[config.mk]
export PLATFORM = sky130hd
export DESIGN_NAME = ccl_top
export DESIGN_NICKNAME = d
export VERILOG_FILES = /design/src/logic/ccl_strap_dec.v /design/src/logic/ccl_top.v
export VERILOG_INCLUDE_DIRS = /design/src /design/src/common
export SDC_FILE = /design/constraint.sdc
export NUM_CORES = 1
export LEC_CHECK = 0
export ABC_AREA = 1
export BUFFER_PORTS_ARGS = -buffer_cell sky130_fd_sc_hd__buf_2
export CELL_PAD_IN_SITES_DETAIL_PLACEMENT = 2
export CELL_PAD_IN_SITES_GLOBAL_PLACEMENT = 2
export CORE_UTILIZATION = 41
export DETAILED_ROUTE_END_ITERATION = 8
export MAX_ROUTING_LAYER = met4
export PLACE_DENSITY = 0.95
export SLEW_MARGIN = 20
export SYNTH_ARGS = -nofsm -noshare
export SYNTH_HDL_FRONTEND = slang
export SYNTH_HIERARCHICAL = 1
export SYNTH_SLANG_ARGS = --single-unit
[constraint.sdc]
create_clock -name CORE_CLK -period 23.2 [get_ports CORE_CLK]
set_clock_uncertainty 0.1 [all_clocks]
set_input_delay 1.16 -clock CORE_CLK [delete_from_list [all_inputs] [get_ports CORE_CLK]]
set_output_delay 1.16 -clock CORE_CLK [all_outputs]
set_load 0.05 [all_outputs]
[src/common/ccl_defs.vh]
// constants shared by the current limit and loop configuration block
`ifndef CCL_DEFS_VH
`define CCL_DEFS_VH

// strap pin reading as delivered by the pin sensing front end
`define CCL_STRAP_LOW 2'h0
`define CCL_STRAP_OPEN 2'h1
`define CCL_STRAP_HIGH 2'h2
`define CCL_STRAP_RES 2'h3

// sense methods
`define CCL_SENSE_GND 2'h0
`define CCL_SENSE_DOWN 2'h1
`define CCL_SENSE_UP 2'h2

// resistor index: 0 is the lowest standard value, 8 values per method group
`define CCL_GROUP_SHIFT 3
`define CCL_RES_THR_LAST 5'h14
`define CCL_THR_STEP_RES 7'h05
`define CCL_THR_MAX 7'h64
`define CCL_THR_GRID_BASE 7'h14
`define CCL_THR_GRID_A 7'h0a
`define CCL_THR_GRID_B 7'h1e
`define CCL_VIOL_TRI 4'h4

// blanking in ns and clock period in ps
`define CCL_BLANK_GND_NS 672
`define CCL_BLANK_IND_NS 352
`define CCL_CLK_PERIOD_PS 25000

// compensation presets: proportional gain [7:0], integral gain [15:8]
`define CCL_COMP_HIGHQ 16'h0418
`define CCL_COMP_REAL 16'h0c30
`define CCL_COMP_LOWQ 16'h0210

// register byte offsets
`define CCL_REG_CTRL 5'h00
`define CCL_REG_LIMIT 5'h04
`define CCL_REG_COMP 5'h08
`define CCL_REG_VREF 5'h0c
`define CCL_REG_STATUS 5'h10

// reset values
`define CCL_VREF_RST 12'h800
`define CCL_WIN_RST 8'h10
`define CCL_DT_RST 4'h4

// field positions and bus response codes
`define CCL_STAT_FAULT 1
`define CCL_AXI_OKAY 2'h0
`define CCL_AXI_SLVERR 2'h2

`endif

[src/logic/ccl_strap_dec.v]
// combinational decode of the current limit and compensation straps
`timescale 1ns/1ps
`include "ccl_defs.vh"
module ccl_strap_dec (
  input wire [1:0] strap_a_mode,
  input wire [4:0] strap_a_ridx,
  input wire [1:0] strap_b_mode,
  input wire [4:0] strap_b_ridx,
  input wire [1:0] comp_mode,
  output reg [6:0] thr_mv,
  output reg [1:0] method,
  output reg [3:0] viol_allowed,
  output reg [15:0] comp_gains
);
  wire [4:0] b_group = strap_b_ridx >> `CCL_GROUP_SHIFT;
  always @* begin
    thr_mv = `CCL_THR_GRID_BASE;
    method = `CCL_SENSE_GND;
    viol_allowed = `CCL_VIOL_TRI;
    if (strap_a_mode == `CCL_STRAP_RES) begin
      // resistor on pin a sets the threshold in fixed steps
      if (strap_a_ridx > `CCL_RES_THR_LAST)
        thr_mv = `CCL_THR_MAX;
      else
        thr_mv = {2'h0, strap_a_ridx} * `CCL_THR_STEP_RES;
      if (strap_b_mode == `CCL_STRAP_RES) begin
        method = b_group[1:0];
        viol_allowed = {strap_b_ridx[2:0], 1'b1};
      end else begin
        method = strap_b_mode;
        viol_allowed = `CCL_VIOL_TRI;
      end
    end else begin
      // no resistor on pin a: ground sensing always
      method = `CCL_SENSE_GND;
      if (strap_b_mode != `CCL_STRAP_RES)
        thr_mv = `CCL_THR_GRID_BASE + {5'h00, strap_a_mode} * `CCL_THR_GRID_A
                 + {5'h00, strap_b_mode} * `CCL_THR_GRID_B;
      else
        thr_mv = `CCL_THR_GRID_BASE + {5'h00, strap_a_mode} * `CCL_THR_GRID_A;
    end
  end

  // the spare compensation strap has no input here at all
  always @* begin
    case (comp_mode)
      `CCL_STRAP_HIGH: comp_gains = `CCL_COMP_HIGHQ;
      `CCL_STRAP_LOW: comp_gains = `CCL_COMP_LOWQ;
      default: comp_gains = `CCL_COMP_REAL;
    endcase
  end
endmodule

[src/logic/ccl_top.v]
// current limit configuration, control loop, pwm and dead-time trim
`timescale 1ns/1ps
`include "ccl_defs.vh"
module ccl_top #(
  parameter PERIOD = 100,
  parameter DT_MIN = 1,
  parameter DT_MAX = 15,
  parameter GAIN_SHIFT = 6
) (
  input wire CORE_CLK,
  input wire RST_B,
  input wire S_AXI_AWVALID,
  output wire S_AXI_AWREADY,
  input wire [4:0] S_AXI_AWADDR,
  input wire S_AXI_WVALID,
  output wire S_AXI_WREADY,
  input wire [31:0] S_AXI_WDATA,
  input wire [3:0] S_AXI_WSTRB,
  output reg S_AXI_BVALID,
  input wire S_AXI_BREADY,
  output reg [1:0] S_AXI_BRESP,
  input wire S_AXI_ARVALID,
  output wire S_AXI_ARREADY,
  input wire [4:0] S_AXI_ARADDR,
  output reg S_AXI_RVALID,
  input wire S_AXI_RREADY,
  output reg [31:0] S_AXI_RDATA,
  output reg [1:0] S_AXI_RRESP,
  input wire [1:0] LIMIT_STRAP_A_MODE,
  input wire [4:0] LIMIT_STRAP_A_RIDX,
  input wire [1:0] LIMIT_STRAP_B_MODE,
  input wire [4:0] LIMIT_STRAP_B_RIDX,
  input wire [1:0] COMP_STRAP_MODE,
  input wire [11:0] VOUT_SAMPLE,
  input wire ISENSE_OVER,
  output reg UPPER_SWITCH_DRV,
  output reg LOWER_SWITCH_DRV,
  output reg [6:0] LIMIT_THRESHOLD_MV,
  output reg [1:0] SENSE_METHOD,
  output reg OC_FAULT,
  output reg REGULATING
);
  localparam BLANK_GND = (`CCL_BLANK_GND_NS * 1000 + `CCL_CLK_PERIOD_PS - 1) / `CCL_CLK_PERIOD_PS;
  localparam BLANK_IND = (`CCL_BLANK_IND_NS * 1000 + `CCL_CLK_PERIOD_PS - 1) / `CCL_CLK_PERIOD_PS;
  localparam [7:0] PER = PERIOD[7:0];
  localparam [7:0] PER_LAST = PER - 8'h01;
  localparam [3:0] DTMN = DT_MIN[3:0], DTMX = DT_MAX[3:0];
  localparam [5:0] BLK_GND = BLANK_GND[5:0], BLK_IND = BLANK_IND[5:0];
  localparam [27:0] INT_MAX = 28'h07fffff, INT_MIN = 28'hf800000;
  localparam ST_WAIT = 2'h0, ST_LATCH = 2'h1, ST_RUN = 2'h2;
  wire [6:0] dec_thr;
  wire [1:0] dec_method;
  wire [3:0] dec_viol;
  wire [15:0] dec_comp;
  ccl_strap_dec u_dec (
    .strap_a_mode(LIMIT_STRAP_A_MODE),
    .strap_a_ridx(LIMIT_STRAP_A_RIDX),
    .strap_b_mode(LIMIT_STRAP_B_MODE),
    .strap_b_ridx(LIMIT_STRAP_B_RIDX),
    .comp_mode(COMP_STRAP_MODE),
    .thr_mv(dec_thr),
    .method(dec_method),
    .viol_allowed(dec_viol),
    .comp_gains(dec_comp)
  );
  reg [1:0] st_q, fast_q;
  reg run_q, fault_q, aw_held_q, w_held_q, dt_up_q, cyc_viol_q, sense_prev_q;
  reg [3:0] viol_q, wstrb_q, dt_q, vcnt_q;
  reg [15:0] comp_q;
  reg [11:0] vref_q;
  reg [7:0] win_q, cnt_q, duty_q, duty_prev_q;
  reg [4:0] awaddr_q;
  reg [31:0] wdata_q;
  reg [27:0] integ_q;
  reg [5:0] blank_q;
  // a held write lands only once the previous response has been accepted
  wire do_wr = aw_held_q & w_held_q & ~S_AXI_BVALID;
  wire wr_status = do_wr & (awaddr_q[4:2] == `CCL_REG_STATUS >> 2);
  assign S_AXI_AWREADY = ~aw_held_q;
  assign S_AXI_WREADY = ~w_held_q;
  assign S_AXI_ARREADY = ~S_AXI_RVALID;
  wire period_end = (cnt_q == PER_LAST);
  // strap latch sequence: one settle cycle, then capture
  always @(posedge CORE_CLK or negedge RST_B) begin
    if (!RST_B) begin
      st_q <= ST_WAIT;
    end else begin
      case (st_q)
        ST_WAIT: st_q <= ST_LATCH;
        ST_LATCH: st_q <= ST_RUN;
        ST_RUN: st_q <= ST_RUN;
        default: st_q <= ST_WAIT;
      endcase
    end
  end
  // registers; bus writes replace the latched strap values
  always @(posedge CORE_CLK or negedge RST_B) begin
    if (!RST_B) begin
      run_q <= 1'b0;
      LIMIT_THRESHOLD_MV <= `CCL_THR_GRID_BASE;
      SENSE_METHOD <= `CCL_SENSE_GND;
      viol_q <= `CCL_VIOL_TRI;
      comp_q <= `CCL_COMP_REAL;
      vref_q <= `CCL_VREF_RST;
      win_q <= `CCL_WIN_RST;
      fault_q <= 1'b0;
    end else begin
      if (st_q == ST_LATCH) begin
        LIMIT_THRESHOLD_MV <= dec_thr;
        SENSE_METHOD <= dec_method;
        viol_q <= dec_viol;
        comp_q <= dec_comp;
      end
      if (do_wr) begin
        case (awaddr_q[4:2])
          `CCL_REG_CTRL >> 2:
            if (wstrb_q[0]) run_q <= wdata_q[0];
          `CCL_REG_LIMIT >> 2: begin
            if (wstrb_q[0]) LIMIT_THRESHOLD_MV <= wdata_q[6:0];
            if (wstrb_q[1] && wdata_q[9:8] != 2'h3) SENSE_METHOD <= wdata_q[9:8];
            if (wstrb_q[1]) viol_q <= wdata_q[15:12];
          end
          `CCL_REG_COMP >> 2: begin
            if (wstrb_q[0]) comp_q[7:0] <= wdata_q[7:0];
            if (wstrb_q[1]) comp_q[15:8] <= wdata_q[15:8];
          end
          `CCL_REG_VREF >> 2: begin
            if (wstrb_q[0]) vref_q[7:0] <= wdata_q[7:0];
            if (wstrb_q[1]) vref_q[11:8] <= wdata_q[11:8];
            if (wstrb_q[2]) win_q <= wdata_q[23:16];
          end
          default: ;
        endcase
      end
      // a fault in the same cycle as its clear stays set
      if (OC_FAULT)
        fault_q <= 1'b1;
      else if (wr_status && wstrb_q[0] && wdata_q[`CCL_STAT_FAULT])
        fault_q <= 1'b0;
    end
  end
  // write channel: address and data taken in either order
  always @(posedge CORE_CLK or negedge RST_B) begin
    if (!RST_B) begin
      aw_held_q <= 1'b0;
      w_held_q <= 1'b0;
      awaddr_q <= 5'h00;
      wdata_q <= 32'h0000_0000;
      wstrb_q <= 4'h0;
      S_AXI_BVALID <= 1'b0;
      S_AXI_BRESP <= `CCL_AXI_OKAY;
    end else begin
      if (S_AXI_AWVALID && !aw_held_q) begin
        aw_held_q <= 1'b1;
        awaddr_q <= S_AXI_AWADDR;
      end
      if (S_AXI_WVALID && !w_held_q) begin
        w_held_q <= 1'b1;
        wdata_q <= S_AXI_WDATA;
        wstrb_q <= S_AXI_WSTRB;
      end
      if (do_wr) begin
        aw_held_q <= 1'b0;
        w_held_q <= 1'b0;
        S_AXI_BVALID <= 1'b1;
        S_AXI_BRESP <= (awaddr_q > `CCL_REG_STATUS) ? `CCL_AXI_SLVERR : `CCL_AXI_OKAY;
      end else if (S_AXI_BREADY) begin
        S_AXI_BVALID <= 1'b0;
      end
    end
  end
  // read channel, answer one cycle after the address is taken
  always @(posedge CORE_CLK or negedge RST_B) begin
    if (!RST_B) begin
      S_AXI_RVALID <= 1'b0;
      S_AXI_RDATA <= 32'h0000_0000;
      S_AXI_RRESP <= `CCL_AXI_OKAY;
    end else if (S_AXI_ARVALID && !S_AXI_RVALID) begin
      S_AXI_RVALID <= 1'b1;
      S_AXI_RRESP <= `CCL_AXI_OKAY;
      case (S_AXI_ARADDR[4:2])
        `CCL_REG_CTRL >> 2: S_AXI_RDATA <= {31'h0, run_q};
        `CCL_REG_LIMIT >> 2:
          S_AXI_RDATA <= {16'h0, viol_q, 2'h0, SENSE_METHOD, 1'b0, LIMIT_THRESHOLD_MV};
        `CCL_REG_COMP >> 2: S_AXI_RDATA <= {16'h0, comp_q};
        `CCL_REG_VREF >> 2: S_AXI_RDATA <= {8'h0, win_q, 4'h0, vref_q};
        `CCL_REG_STATUS >> 2:
          S_AXI_RDATA <= {4'h0, vcnt_q, 4'h0, dt_q, duty_q, 4'h0, fast_q,
                          fault_q, st_q == ST_RUN};
        default: begin
          S_AXI_RDATA <= 32'h0000_0000;
          S_AXI_RRESP <= `CCL_AXI_SLVERR;
        end
      endcase
    end else if (S_AXI_RREADY) begin
      S_AXI_RVALID <= 1'b0;
    end
  end
  // error, integration and duty conversion once per period
  wire signed [12:0] err = $signed({1'b0, vref_q}) - $signed({1'b0, VOUT_SAMPLE});
  wire signed [27:0] ki_term = err * $signed({1'b0, comp_q[15:8]});
  wire signed [27:0] kp_term = err * $signed({1'b0, comp_q[7:0]});
  wire signed [27:0] integ_sum = $signed(integ_q) + ki_term;
  wire signed [27:0] integ_sat = (integ_sum > $signed(INT_MAX)) ? $signed(INT_MAX) :
                                 (integ_sum < $signed(INT_MIN)) ? $signed(INT_MIN) :
                                 integ_sum;
  wire signed [27:0] ctl = (integ_sat + kp_term) >>> GAIN_SHIFT;
  wire [7:0] duty_d = (ctl < 0) ? 8'h00 : (ctl > $signed({20'h0, PER})) ? PER : ctl[7:0];
  wire active = run_q & (st_q == ST_RUN);
  // outside the window the fast path takes the switches
  wire under = ({1'b0, VOUT_SAMPLE} + {5'h0, win_q}) < {1'b0, vref_q};
  wire over = {1'b0, VOUT_SAMPLE} > ({1'b0, vref_q} + {5'h0, win_q});

  always @(posedge CORE_CLK or negedge RST_B) begin
    if (!RST_B) begin
      cnt_q <= 8'h00;
      duty_q <= 8'h00;
      duty_prev_q <= 8'h00;
      integ_q <= 28'h0000000;
      dt_q <= `CCL_DT_RST;
      dt_up_q <= 1'b0;
      fast_q <= 2'h0;
      REGULATING <= 1'b0;
    end else begin
      REGULATING <= active;
      cnt_q <= period_end ? 8'h00 : cnt_q + 8'h01;
      if (!active) begin
        integ_q <= 28'h0000000;
        duty_q <= 8'h00;
        fast_q <= 2'h0;
      end else if (period_end) begin
        fast_q <= {over, under};
        if (!under && !over) begin
          integ_q <= integ_sat;
          duty_q <= duty_d;
          // trim purely from the duty trend, no gate or switch sensing
          duty_prev_q <= duty_q;
          if (duty_q > duty_prev_q) begin
            dt_up_q <= ~dt_up_q;
            if (!dt_up_q && dt_q < DTMX) dt_q <= dt_q + 4'h1;
            if (dt_up_q && dt_q > DTMN) dt_q <= dt_q - 4'h1;
          end else begin
            if (dt_up_q && dt_q < DTMX) dt_q <= dt_q + 4'h1;
            if (!dt_up_q && dt_q > DTMN) dt_q <= dt_q - 4'h1;
          end
        end
      end
    end
  end
  // gate windows with dead time at both ends of each phase
  wire [7:0] dt8 = {4'h0, dt_q};
  wire [7:0] tail = PER - dt8;
  wire top_lin = (cnt_q >= dt8) && (cnt_q < duty_q);
  wire bot_lin = (cnt_q >= duty_q + dt8) && (cnt_q < tail);
  wire full_on = (cnt_q >= dt8) && (cnt_q < tail);
  reg top_d;
  reg bot_d;
  always @* begin
    top_d = 1'b0;
    bot_d = 1'b0;
    if (active) begin
      case (fast_q)
        2'h1: top_d = full_on;
        2'h2: bot_d = full_on;
        default: begin
          top_d = top_lin;
          bot_d = bot_lin;
        end
      endcase
    end
  end
  // blanking and violation counting on the sensed phase
  wire sense_on = (SENSE_METHOD == `CCL_SENSE_UP) ? top_d : bot_d;
  wire [5:0] blank_len = (SENSE_METHOD == `CCL_SENSE_GND) ? BLK_GND : BLK_IND;
  wire [3:0] vcnt_inc = vcnt_q + 4'h1;

  always @(posedge CORE_CLK or negedge RST_B) begin
    if (!RST_B) begin
      UPPER_SWITCH_DRV <= 1'b0;
      LOWER_SWITCH_DRV <= 1'b0;
      sense_prev_q <= 1'b0;
      blank_q <= 6'h00;
      cyc_viol_q <= 1'b0;
      vcnt_q <= 4'h0;
      OC_FAULT <= 1'b0;
    end else begin
      UPPER_SWITCH_DRV <= top_d & ~bot_d;
      LOWER_SWITCH_DRV <= bot_d & ~top_d;
      sense_prev_q <= sense_on;
      OC_FAULT <= 1'b0;
      if (sense_on && !sense_prev_q)
        blank_q <= 6'h00;
      else if (sense_on && blank_q < blank_len)
        blank_q <= blank_q + 6'h01;
      if (sense_on && sense_prev_q && blank_q >= blank_len && ISENSE_OVER)
        cyc_viol_q <= 1'b1;
      if (period_end) begin
        cyc_viol_q <= 1'b0;
        if (active && cyc_viol_q) begin
          // full budget tolerated; comparing the count itself avoids a wrap at 15
          if (vcnt_q >= viol_q) begin
            OC_FAULT <= 1'b1;
            vcnt_q <= 4'h0;
          end else begin
            vcnt_q <= vcnt_inc;
          end
        end else begin
          vcnt_q <= 4'h0;
        end
      end
    end
  end
endmodule

==> impl_metrics.json <==
{
  "wl_per_cell_um": 30.87,
  "finish.net_count": 3603,
  "yosys.area_share.simple": 0.1981,
  "ys_seq_area_frac": 0.2135,
  "grt_antenna_before_repair": 8,
  "cts.sinks": 194,
  "drtPass1Iterations": 6,
  "critPathRequiredTime_ns": 23.50,
  "grt_max_degree": 83,
  "numCtsBuffers": 17,
  "slew_headroom": 0.1919,
  "die_h_um": 237.8,
  "fin_tns_setup_ns": 0,
  "root_buffer": "clkbuf_16",
  "crit_fanout": 23,
  "drt-total-wl_um": 118200,
  "r2r_cells": 56,
  "grt_pass1_vias": 27190,
  "post_cts_buffers": 0,
  "io_pins": 136,
  "cp_slowest_cell": "o21ai_0",
  "place.gp.congestion": 0.9423,
  "yosys-mux-area-fraction": 0.008507,
  "fill_cells": 6364,
  "hold_violations": 0,
  "ctsResizeCount": 0,
  "route.detailed.drc": 0,
  "cts_tree": "yes",
  "max_stage_delay_ns": 0.77,
  "fmax_mhz": 65.96,
  "cp.arrival_ns": 15.46,
  "slew_violations": 0,
  "crit-reg2reg-launch": "vref_q[1]",
  "yosys-top-cells-area": "dfrtp_1 (20%), fa_1 (20%), ha_1 (13%)",
  "dieArea_um2": 56550,
  "synth_compound_area_frac": 0.1067,
  "crit_path_end_kind": "register",
  "avgSynthCellArea_um2": 7.668,
  "core_area_um2": 54990,
  "whs_path_depth": 2,
  "syn_area_um2": 22800,
  "clock_path_buffers": 2,
  "hold_buffers": 0,
  "synthFlopType": "dfrtp_1",
  "synth_top_area_frac": 0.2020,
  "cts.reportedPaths.clkPinSlew_ns": 0.11,
  "die_x_um": 237.8,
  "finalSetupViolations": 0,
  "crit_top_cell": "nand2_1",
  "synth_edf_count": 0,
  "synth_xor_area_frac": 0.02536,
  "worst_pin_slew_ns": 1.212,
  "hold_path_startpoint": "S_AXI_RDATA[20]",
  "period_needed_ns": 15.16,
  "rows": 86,
  "r2r-end": "duty_q[5]",
  "hold_end": "S_AXI_RDATA[20]",
  "async_flop_share": 1.000,
  "drtIter0Drc": 1575,
  "rsz0062_at_grt": "false",
  "grtUsageTotal": 0.4433,
  "synthAdderAreaFrac": 0.3265,
  "clk_latency_ns": 0.55,
  "portBuffers": 118,
  "area_growth_pct": 8.847,
  "yosys.cell_types.count": 58,
  "layout-drive-gt1-share": 0.07938,
  "reg2reg_slack_ns": 8.14,
  "synth_seq_cells": 194,
  "path_class": "in -> reg",
  "synth_top_family_by_area": "adder cells",
  "fin_crit_sh": 0.6534,
  "start_kind": "primary input",
  "h-tree-depth": 4,
  "grt_pass1_wl_um": 176000,
  "hold_class": "reg -> reg",
  "num_vias": 23080,
  "synthCells": 2973,
  "gr-total-overflow": 0,
  "place_hpwl_um": 84740,
  "ant_nets": 0,
  "yosys.area.top_type": "dfrtp_1",
  "synth_warnings": 6,
  "outcome": "finished, final reports clean",
  "viasPerCell": 6.027,
  "maxCapViolCount": 0,
  "initial_core_util": 0.4146
}
## per-stage QoR
stage                     std cells  area [um2]    util  hold slack [ns]  setup WS (ns)
after detailed placement       3790       24130  0.4389           0.3736          8.591
after CTS                      3822       24790  0.4508           0.4188          8.638
after global placement         3790       24130  0.4389           0.3629          9.854
after floorplan                2987       22850       -           0.3530          12.03
final                          3830       24820  0.4513           0.4136          8.040
after global routing           3828       24810  0.4512           0.4355          7.509
## final cells by class
class                      instances  area [um2]  share of cell area
inverter                         640        2402             0.09681
sequential                       194        4867              0.1961
antenna                            8       20.02           0.0008067
multi-input combinational       2078       15240              0.6140
clock buffer                      17       425.4             0.01714
timing repair buffer             130       696.9             0.02808
tap                              748       935.9             0.03772
clock inverter                    15       230.2            0.009277
## worst max path at each step
stage,startpoint,to,slack [ns],cells after the start
floorplan,VOUT_SAMPLE[0],duty_q[2],12.03,56
detailed placement,VOUT_SAMPLE[0],duty_q[5],8.59,57
finish,VOUT_SAMPLE[0],duty_q[5],8.04,57
global route,VOUT_SAMPLE[3],duty_q[5],7.51,56
global placement,VOUT_SAMPLE[0],duty_q[6],9.85,55
CTS,VOUT_SAMPLE[0],duty_q[5],8.64,57
## sequential cells by signal (all words and copies together) (netlist names), 3 cells and up
signal / flops
integ_q: 28
vref_q: 12
win_q: 8
duty_prev_q: 8
awaddr_q: 5
duty_q: 8
cnt_q: 8
wdata_q: 24
comp_q: 16
blank_q: 6
vcnt_q: 4
LIMIT_THRESHOLD_MV: 7
S_AXI_RDATA: 28
dt_q: 4
viol_q: 4
wstrb_q: 3
## critical path, delay by kind of cell
| kind | cells | cell delay (ns) |
|---|---|---|
| fa+ha+maj | 11 | 5.37 |
| simple gates | 25 | 3.66 |
| buf+inv | 10 | 1.63 |
| compound gates | 11 | 3.62 |
## cells in the final DEF, fill, tap and decap left out, drive strengths merged, types with 18 or more instances in the layout
cell type and instances:
nor3 19, nand3 97, fa 225, buf 129, nand4 26, ha 235
nand2 606, inv 647, dfrtp 184, xnor2 19, a21oi 174, nor2 303
xor2 47, o21ai 168, clkbuf 18
## cell families (layout without fill, tap and decap cells)
family,Yosys count,count (layout)
compound gates,435,435
xor+xnor,66,66
fa+ha+maj,460,460
buf+inv,715,802
flops,194,194
mux,18,18
other cells,3,25
simple gates,1082,1082
## cells in the mapped netlist, types with 4 or more instances
library cell,n
o211ai_1,6
fa_1,225
nand3_2,5
o31ai_1,4
nand3b_1,6
nand4_1,26
mux2i_1,7
o21ai_0,162
xnor2_1,19
o21bai_1,9
o2111ai_1,7
a22o_1,4
dfrtp_1,184
nand2_2,22
a31oi_1,15
a221oi_1,7
o21ai_1,6
nor3_1,19
inv_2,7
dfstp_2,10
clkbuf_1,53
o21a_1,13
or2_2,5
xor2_1,47
nand2_4,4
or2_1,9
o22ai_1,8
a21oi_1,170
ha_1,235
nor2_2,8
mux2_2,11
buf_4,18
inv_1,630
a21boi_0,5
nor2_1,294
a21o_1,7
nand2_1,580
nand3_1,91
## metal layers
layer / wire [um] / vias up / GRT usage
li1: - / 9404 / -
met4: 11690 / 0 / 0.3853
met1: 39120 / 11650 / 0.4189
met3: 8480 / 731 / 0.1223
met2: 58960 / 1302 / 0.7434
met5: 0 / - / -
Power is left out: the tool's default activity adds up to more than one toggle a clock period on the data nets, which glitch-free logic cannot reach.
